File: src/pkg/lmx_consts.svh
// Constants of the literal, move and indirect-store execution block.
// Assumes the including file is compiled after lmx_pkg.
`ifndef LMX_CONSTS_SVH
`define LMX_CONSTS_SVH

// ----------------------------------------------------------------
// Instruction encodings (14-bit word)
// ----------------------------------------------------------------
`define LMX_OP_NOP 14'h0000
`define LMX_OP_RESET 14'h0001
`define LMX_OP_OPTION 14'h0062
`define LMX_OP_SI_MODE 11'h002
`define LMX_OP_SI_OFS 7'h7f
`define LMX_OP_BANK 9'h001
`define LMX_OP_STORE 7'h01
`define LMX_OP_PAGE 7'h63
`define LMX_OP_LIT 6'h30
`define LMX_UPD_PRE_INC 2'b00
`define LMX_UPD_PRE_DEC 2'b01
`define LMX_UPD_POST_INC 2'b10
`define LMX_UPD_POST_DEC 2'b11
`define LMX_WIN0 7'h00
`define LMX_WIN1 7'h01

// ----------------------------------------------------------------
// Register byte offsets
// ----------------------------------------------------------------
`define LMX_REG_ACC 8'h00
`define LMX_REG_BANK 8'h04
`define LMX_REG_PAGE 8'h08
`define LMX_REG_OPTION 8'h0c
`define LMX_REG_PTR0 8'h10
`define LMX_REG_PTR1 8'h14
`define LMX_REG_STATUS 8'h18
`define LMX_REG_POWER_CONTROL 8'h1c
`define LMX_REG_CTRL 8'h20

// ----------------------------------------------------------------
// Fields and reset values
// ----------------------------------------------------------------
`define LMX_CTRL_HALT 0
`define LMX_POWER_SWRST_BIT 0
`define LMX_RST_BYTE 8'h00
`define LMX_RST_OPTION 8'hff
`define LMX_RST_PTR 16'h0000
`define LMX_RESP_OKAY 2'b00
`define LMX_RESP_SLVERR 2'b10

`endif

File: src/pkg/lmx_pkg.sv
// Types shared by the execution block and its users.
// Assumes nothing of its surroundings.
package lmx_pkg;

    typedef logic [15:0] lmx_ptr_t;

    // One instruction offered by the fetch stage
    typedef struct packed {
        logic valid;
        logic [13:0] word;
    } lmx_instr_s;

    // One write into the data space
    typedef struct packed {
        logic en;
        lmx_ptr_t addr;
        logic [7:0] data;
    } lmx_wr_s;

endpackage

File: src/hw/lmx_exec.sv
// Executes literal loads, accumulator stores, indirect stores, no-op and
// software reset of an 8-bit core; registers are visible over AXI4-Lite.
// Assumes instructions come from logic on clk, one per cycle at most.
//
// Added by the designer: the AXI4-Lite slave port and the address map.
`timescale 1ns/1ps
`include "lmx_consts.svh"

module lmx_exec (
    input wire logic clk,
    input wire logic rst_b,
    input wire lmx_pkg::lmx_instr_s instr,
    output lmx_pkg::lmx_wr_s data_wr,
    output logic [4:0] bank_select_latch,
    output logic [6:0] program_counter_high_latch,
    output logic [7:0] timer_option,
    output logic dev_reset,
    output logic instr_done,
    input wire logic [7:0] s_axi_awaddr,
    input wire logic s_axi_awvalid,
    output logic s_axi_awready,
    input wire logic [31:0] s_axi_wdata,
    input wire logic [3:0] s_axi_wstrb,
    input wire logic s_axi_wvalid,
    output logic s_axi_wready,
    output logic [1:0] s_axi_bresp,
    output logic s_axi_bvalid,
    input wire logic s_axi_bready,
    input wire logic [7:0] s_axi_araddr,
    input wire logic s_axi_arvalid,
    output logic s_axi_arready,
    output logic [31:0] s_axi_rdata,
    output logic [1:0] s_axi_rresp,
    output logic s_axi_rvalid,
    input wire logic s_axi_rready
);
    import lmx_pkg::*;

    // ------------------------------------------------------------
    // Helpers
    // ------------------------------------------------------------
    // 16-bit arithmetic wraps 0000h <-> ffffh by itself
    function automatic lmx_ptr_t ptr_step(input lmx_ptr_t p, input logic dec);
        ptr_step = dec ? p - 16'h0001 : p + 16'h0001;
    endfunction

    function automatic logic [7:0] lane(input logic [7:0] old, input logic [7:0] nw,
                                        input logic en);
        lane = en ? nw : old;
    endfunction

    function automatic logic mapped(input logic [7:0] a);
        case (a)
            `LMX_REG_ACC, `LMX_REG_BANK, `LMX_REG_PAGE, `LMX_REG_OPTION,
            `LMX_REG_PTR0, `LMX_REG_PTR1, `LMX_REG_STATUS, `LMX_REG_POWER_CONTROL,
            `LMX_REG_CTRL: mapped = 1'b1;
            default: mapped = 1'b0;
        endcase
    endfunction

    // ------------------------------------------------------------
    // State
    // ------------------------------------------------------------
    logic [7:0] acc;
    lmx_ptr_t ptr0;
    lmx_ptr_t ptr1;
    logic [2:0] status_flags;
    logic software_reset_flag;
    logic [7:0] ctrl;
    logic [7:0] wr_addr;
    logic [31:0] wr_data;
    logic [3:0] wr_strb;

    // ------------------------------------------------------------
    // Decode
    // ------------------------------------------------------------
    logic go;
    logic [13:0] w;
    logic is_nop;
    logic is_rst;
    logic is_opt;
    logic is_bank;
    logic is_store;
    logic is_page;
    logic is_lit;
    logic is_si;
    logic is_sio;
    logic sel;
    lmx_ptr_t ptr_cur;
    lmx_ptr_t ea;
    lmx_ptr_t next_ptr;
    lmx_ptr_t direct_addr;
    logic sw_we;

    assign go = instr.valid && !ctrl[`LMX_CTRL_HALT];
    assign w = instr.word;
    assign is_nop = go && w == `LMX_OP_NOP;
    assign is_rst = go && w == `LMX_OP_RESET;
    assign is_opt = go && w == `LMX_OP_OPTION;
    assign is_bank = go && w[13:5] == `LMX_OP_BANK;
    assign is_store = go && w[13:7] == `LMX_OP_STORE;
    assign is_page = go && w[13:7] == `LMX_OP_PAGE;
    assign is_lit = go && w[13:8] == `LMX_OP_LIT;
    assign is_si = go && w[13:3] == `LMX_OP_SI_MODE;
    assign is_sio = go && w[13:7] == `LMX_OP_SI_OFS;
    assign sel = is_sio ? w[6] : w[2];
    assign ptr_cur = sel ? ptr1 : ptr0;

    // Effective address and pointer after the store
    always_comb begin
        ea = ptr_cur;
        next_ptr = ptr_cur;
        if (is_sio) begin
            ea = ptr_cur + {{10{w[5]}}, w[5:0]};
        end else begin
            case (w[1:0])
                `LMX_UPD_PRE_INC: begin
                    ea = ptr_step(ptr_cur, 1'b0);
                    next_ptr = ea;
                end
                `LMX_UPD_PRE_DEC: begin
                    ea = ptr_step(ptr_cur, 1'b1);
                    next_ptr = ea;
                end
                `LMX_UPD_POST_INC: next_ptr = ptr_step(ptr_cur, 1'b0);
                `LMX_UPD_POST_DEC: next_ptr = ptr_step(ptr_cur, 1'b1);
                default: next_ptr = ptr_cur;
            endcase
        end
    end

    // The window registers hold no data; they stand for the pointed location
    always_comb begin
        case (w[6:0])
            `LMX_WIN0: direct_addr = ptr0;
            `LMX_WIN1: direct_addr = ptr1;
            default: direct_addr = {4'h0, bank_select_latch, w[6:0]};
        endcase
    end

    // ------------------------------------------------------------
    // Execution
    // ------------------------------------------------------------
    // Software reset returns core state, except ctrl and software_reset_flag (cleared, not set), to reset values in the same cycle
    always_ff @(posedge clk) begin
        if (!rst_b || is_rst) begin
            acc <= `LMX_RST_BYTE;
        end else if (is_lit) begin
            acc <= w[7:0];
        end else if (sw_we && wr_addr == `LMX_REG_ACC) begin
            acc <= lane(acc, wr_data[7:0], wr_strb[0]);
        end
    end

    always_ff @(posedge clk) begin
        if (!rst_b || is_rst) begin
            bank_select_latch <= 5'h00;
        end else if (is_bank) begin
            bank_select_latch <= w[4:0];
        end else if (sw_we && wr_addr == `LMX_REG_BANK && wr_strb[0]) begin
            bank_select_latch <= wr_data[4:0];
        end
    end

    always_ff @(posedge clk) begin
        if (!rst_b || is_rst) begin
            program_counter_high_latch <= 7'h00;
        end else if (is_page) begin
            program_counter_high_latch <= w[6:0];
        end else if (sw_we && wr_addr == `LMX_REG_PAGE && wr_strb[0]) begin
            program_counter_high_latch <= wr_data[6:0];
        end
    end

    always_ff @(posedge clk) begin
        if (!rst_b || is_rst) begin
            timer_option <= `LMX_RST_OPTION;
        end else if (is_opt) begin
            timer_option <= acc;
        end else if (sw_we && wr_addr == `LMX_REG_OPTION) begin
            timer_option <= lane(timer_option, wr_data[7:0], wr_strb[0]);
        end
    end

    // An indirect-store pointer update drops any software write to ptr0 or ptr1 in the same cycle
    always_ff @(posedge clk) begin
        if (!rst_b || is_rst) begin
            ptr0 <= `LMX_RST_PTR;
            ptr1 <= `LMX_RST_PTR;
        end else if (is_si) begin
            if (sel) begin
                ptr1 <= next_ptr;
            end else begin
                ptr0 <= next_ptr;
            end
        end else if (sw_we && wr_addr == `LMX_REG_PTR0) begin
            ptr0 <= {lane(ptr0[15:8], wr_data[15:8], wr_strb[1]),
                     lane(ptr0[7:0], wr_data[7:0], wr_strb[0])};
        end else if (sw_we && wr_addr == `LMX_REG_PTR1) begin
            ptr1 <= {lane(ptr1[15:8], wr_data[15:8], wr_strb[1]),
                     lane(ptr1[7:0], wr_data[7:0], wr_strb[0])};
        end
    end

    // Only software writes the flags; of the executed words only the reset instruction touches them, clearing them
    always_ff @(posedge clk) begin
        if (!rst_b || is_rst) begin
            status_flags <= 3'h0;
        end else if (sw_we && wr_addr == `LMX_REG_STATUS && wr_strb[0]) begin
            status_flags <= wr_data[2:0];
        end
    end

    // Power-on sets the flag; the reset instruction clears it and beats
    // a software write in the same cycle
    always_ff @(posedge clk) begin
        if (!rst_b) begin
            software_reset_flag <= 1'b1;
        end else if (is_rst) begin
            software_reset_flag <= 1'b0;
        end else if (sw_we && wr_addr == `LMX_REG_POWER_CONTROL && wr_strb[0]) begin
            software_reset_flag <= wr_data[`LMX_POWER_SWRST_BIT];
        end
    end

    always_ff @(posedge clk) begin
        if (!rst_b) begin
            ctrl <= `LMX_RST_BYTE;
        end else if (sw_we && wr_addr == `LMX_REG_CTRL) begin
            ctrl <= lane(ctrl, wr_data[7:0], wr_strb[0]);
        end
    end

    // Data-space write port, one cycle after the instruction
    always_ff @(posedge clk) begin
        if (!rst_b) begin
            data_wr <= '0;
        end else begin
            data_wr.en <= is_store || is_si || is_sio;
            data_wr.addr <= is_store ? direct_addr : ea;
            data_wr.data <= acc;
        end
    end

    // A no-op only reports completion, like every accepted word
    always_ff @(posedge clk) begin
        if (!rst_b) begin
            instr_done <= 1'b0;
            dev_reset <= 1'b0;
        end else begin
            instr_done <= go;
            dev_reset <= is_rst;
        end
    end

    // ------------------------------------------------------------
    // AXI4-Lite write channel
    // ------------------------------------------------------------
    // Address and data are taken in either order; the write lands once
    // both are held, then the response waits for bready
    assign sw_we = !s_axi_awready && !s_axi_wready && !s_axi_bvalid;

    always_ff @(posedge clk) begin
        if (!rst_b) begin
            s_axi_awready <= 1'b1;
            s_axi_wready <= 1'b1;
            s_axi_bvalid <= 1'b0;
            s_axi_bresp <= `LMX_RESP_OKAY;
            wr_addr <= 8'h00;
            wr_data <= 32'h0000_0000;
            wr_strb <= 4'h0;
        end else begin
            if (s_axi_awvalid && s_axi_awready) begin
                s_axi_awready <= 1'b0;
                wr_addr <= s_axi_awaddr;
            end
            if (s_axi_wvalid && s_axi_wready) begin
                s_axi_wready <= 1'b0;
                wr_data <= s_axi_wdata;
                wr_strb <= s_axi_wstrb;
            end
            if (sw_we) begin
                s_axi_bvalid <= 1'b1;
                s_axi_bresp <= mapped(wr_addr) ? `LMX_RESP_OKAY : `LMX_RESP_SLVERR;
            end
            if (s_axi_bvalid && s_axi_bready) begin
                s_axi_bvalid <= 1'b0;
                s_axi_awready <= 1'b1;
                s_axi_wready <= 1'b1;
            end
        end
    end

    // ------------------------------------------------------------
    // AXI4-Lite read channel
    // ------------------------------------------------------------
    logic [31:0] rd_word;

    always_comb begin
        case (s_axi_araddr)
            `LMX_REG_ACC: rd_word = {24'h0, acc};
            `LMX_REG_BANK: rd_word = {27'h0, bank_select_latch};
            `LMX_REG_PAGE: rd_word = {25'h0, program_counter_high_latch};
            `LMX_REG_OPTION: rd_word = {24'h0, timer_option};
            `LMX_REG_PTR0: rd_word = {16'h0, ptr0};
            `LMX_REG_PTR1: rd_word = {16'h0, ptr1};
            `LMX_REG_STATUS: rd_word = {29'h0, status_flags};
            `LMX_REG_POWER_CONTROL: rd_word = {31'h0, software_reset_flag};
            `LMX_REG_CTRL: rd_word = {24'h0, ctrl};
            default: rd_word = 32'h0000_0000;
        endcase
    end

    always_ff @(posedge clk) begin
        if (!rst_b) begin
            s_axi_arready <= 1'b1;
            s_axi_rvalid <= 1'b0;
            s_axi_rdata <= 32'h0000_0000;
            s_axi_rresp <= `LMX_RESP_OKAY;
        end else if (s_axi_arvalid && s_axi_arready) begin
            s_axi_arready <= 1'b0;
            s_axi_rvalid <= 1'b1;
            s_axi_rdata <= rd_word;
            s_axi_rresp <= mapped(s_axi_araddr) ? `LMX_RESP_OKAY : `LMX_RESP_SLVERR;
        end else if (s_axi_rvalid && s_axi_rready) begin
            s_axi_rvalid <= 1'b0;
            s_axi_arready <= 1'b1;
        end
    end

endmodule

File: config.mk
export PLATFORM = sky130hd
export DESIGN_NAME = lmx_exec
export DESIGN_NICKNAME = d
export VERILOG_FILES = /design/src/pkg/lmx_pkg.sv /design/src/hw/lmx_exec.sv
export VERILOG_INCLUDE_DIRS = /design/src /design/src/pkg
export SDC_FILE = /design/constraint.sdc
export NUM_CORES = 1
export LEC_CHECK = 0
export BUFFER_PORTS_ARGS = -buffer_cell sky130_fd_sc_hd__buf_2
export CORE_MARGIN = 2
export CORE_UTILIZATION = 57
export DETAILED_ROUTE_END_ITERATION = 10
export GPL_ROUTABILITY_DRIVEN = 0
export PLACE_DENSITY = 0.82
export SETUP_SLACK_MARGIN = 0.1
export SLEW_MARGIN = 0
export SYNTH_ARGS = -nofsm -noshare
export SYNTH_HDL_FRONTEND = slang
export SYNTH_SLANG_ARGS = --single-unit
File: constraint.sdc
create_clock -name clk -period 4.3 [get_ports clk]
set_clock_uncertainty 0.1 [all_clocks]
set_input_delay 0.645 -clock clk [delete_from_list [all_inputs] [get_ports clk]]
set_output_delay 0.645 -clock clk [all_outputs]
set_load 0.05 [all_outputs]
==> results.cfg <==
[global_routing]
grt_use_met1 = 0.437
met3_usage = 0.0554
antenna_found_initial = 0
grt_overflow = 0
grt.busiest_layer = met2
met2_usage = 0.509
grt_pass1_wl_um = 43600
grt_max_degree = 86
first_global_vias = 8380
grtUsageTotal = 0.327

[place]
placed_area_mm2 = 0.00990
place_inst = 1417
post-place-ws_ps = -237
io_buffers = 125
place_hpwl_um = 19400

[clocking]
cts.sinks = 148
cts_buffer_depth = 2
tritoncts = yes
cts_buffers = 17
root_buffer = clkbuf_16
ctsHoldBuffers = 0
clock_latency_ps = 430
clk_pin_slew_ps = 70
cts_max_level = 4

[timing]
worst_slew_pin_slew_ps = 962
period_minus_slack_ps = 4030
post-route-period-util = 0.937
finalSetupViolCount = 0
slew_viol_final = 0
fmax_mhz = 248
rsz0062_at_grt = false
slew_headroom = 0.356
hold_viol_final = 0
fin_ws_ps = 269

[floorplan]
fp.dieH_um = 131
core_area_mm2 = 0.0158
io_pins = 162
initial_core_util = 0.578
dieArea_mm2 = 0.0170
die_width_um = 131
rows = 46

[yosys]
synth_largest_area_cell = dfxtp_1
ys_types = 87
synth.area.top_cells = dfxtp_1 32%, mux2i_1 6.8%, nand2_1 5.0%
syn_area_per_cell_um2 = 8.27
synth-edff-count = 0
syn_inst = 1103
synth_area_mm2 = 0.00912
ys_ff_latch = 148
yosysSeqAreaShare = 0.325
synth_top_area_frac = 0.325
synthArstFlopShare = 0
ys_warn_count = 0
yosys_most_used_dff = dfxtp_1

[setup_path]
worstSetupEndpointType = flop
critPathMaxStageDelay_ps = 570
path_cells = buf_2 -> inv_1 -> nor4_2 -> o21ai_0 -> and2_1 -> inv_1 -> ha_1 -> nand4_1 -> nor2_1 -> a311o_1 -> a31oi_1 -> o21ai_0 -> xnor2_1 -> a211oi_1
cp-start-kind = primary input
crit_type = in -> reg
cp.arrival_ps = 4260
slowest_stage = nor4_2
cp_max_fo = 17
cp.required_ps = 4520

[finish]
finalInstanceArea_mm2 = 0.0105
syn_to_final_growth_pct = 14.9
diodes = 0
layoutNonFillerInstCount = 1449
mostFrequentLayoutCells = 148 x dfxtp_1, 125 x buf_2, 122 x nand2_1
final_nets = 1312
final_common_cell = dfxtp_1
layout-drive-gt1-share = 0.195

[power]
pwr_density_cell_mw_per_mm2 = 322
p_leak_nw = 4.25
peakVddDrop_uv = 339
finalPower_mw = 3.37

[routing]
first_iter_violations = 1248
dr.pass1.iters = 6
num_vias = 9257
vias_per_cell = 6.39
wl_per_cell_um = 19.0
postRouteWirelength_um = 27500
drc = 0
ant_nets = 0

[job]
drv_cap = 0

[status]
status = finished, final reports clean

[min_path]
hp-class = in -> reg
layout make-up:
class | instances | area [um2]
sequential | 148 | 2960
multi-input combinational | 851 | 5540
fill | 1329 | 5290
timing repair buffer | 176 | 1030
tap | 216 | 270
clock inverter | 14 | 145
clock buffer | 18 | 429
inverter | 26 | 97.6
layer usage:
| metal | share of wire | wire length (um) | up-vias |
|---|---|---|---|
| met5 | 0 | 0 | - |
| met4 | 0.052 | 1430 | 0 |
| li1 | - | - | 4233 |
| met2 | 0.44 | 12200 | 601 |
| met3 | 0.11 | 2920 | 136 |
| met1 | 0.40 | 11000 | 4287 |
worst paths after layout:
kind                              startpoint      endpoint  slack [ps]  cells after the start
worst max-delay path                instr[6]   data_wr[23]         270                     14
worst max register to register       ctrl[0]   data_wr[23]         340                     15
worst min-delay path            s_axi_wvalid  s_axi_wready         310                      2
worst min register to register   wr_data[14]   wr_data[14]         370                      2
synth_stat cells (7+ instances only):
cell      number
xnor2_1       34
a311oi_2       7
clkbuf_8      11
a21oi_1       42
a22oi_1        9
a211oi_1      18
mux2i_1       62
nor3b_1       10
dfxtp_1      148
buf_4         18
and2_1        14
nor4_1        19
a32oi_1       12
nor2_1       114
inv_1         24
nor3_1        26
or3_1          7
nand2b_1      27
o211ai_1      11
clkbuf_1      52
ha_1          17
o21ai_0       56
a221oi_1      16
nand3_1       34
nand2_1      122
a21boi_0      29
nor2b_1       15
a31oi_1       16
a311oi_1       9
worst max-delay path: cells and delay by family:
family,cells,cell delay (ps)
AO/OA/AOI/OAI,5,1460
XOR/XNOR,1,150
adder cells (fa/ha/maj),1,300
buffers and inverters,3,690
AND/OR/NAND/NOR,4,1010
through the flow:
step | util | setup TNS, ps | hold WS (ps)
global placement | 0.628 | -42.5 | 353
floorplan | - | 0 | 340
CTS | 0.664 | 0 | 306
global route | 0.664 | 0 | 347
finish | 0.664 | 0 | 308
detailed placement | 0.628 | -260 | 361
logic make-up after synthesis:
kind of cell | count (synthesis) | synth area share
DFF | 148 | 0.325
xor gates and xnor gates | 37 | 0.0355
buffers and inverters | 121 | 0.0757
other | 1 | 0.000411
adders and majority gates | 18 | 0.0255
and+or+nand+nor | 424 | 0.232
AOI/OAI and AO/OA | 292 | 0.238
muxes | 62 | 0.0680
where the power goes:
| group | total, mW | switching, mW | internal, mW |
|---|---|---|---|
| Sequential | 1.45 | 0.0374 | 1.41 |
| Clock | 1.46 | 0.650 | 0.811 |
| Combinational | 0.463 | 0.322 | 0.141 |
| Total | 3.37 | 1.01 | 2.36 |
repair_timing:
item / CTS / global route
setup endpoints to repair: 0 / 1
hold endpoints to repair: 0 / 0
resized for setup: 0 / 1
buffers inserted: 0 / 0
flip-flops by register name, summed over array words and instances (netlist names), 2 cells and up:
name	flops
ptr0	16
wr_data	16
wr_strb	2
timer_option	8
ctrl	8
acc	8
data_wr	25
program_counter_high_latch	7
bank_select_latch	5
ptr1	16
s_axi_rdata	16
wr_addr	8
status_flags	3
Note: power is estimated with default switching activity, not from simulation.
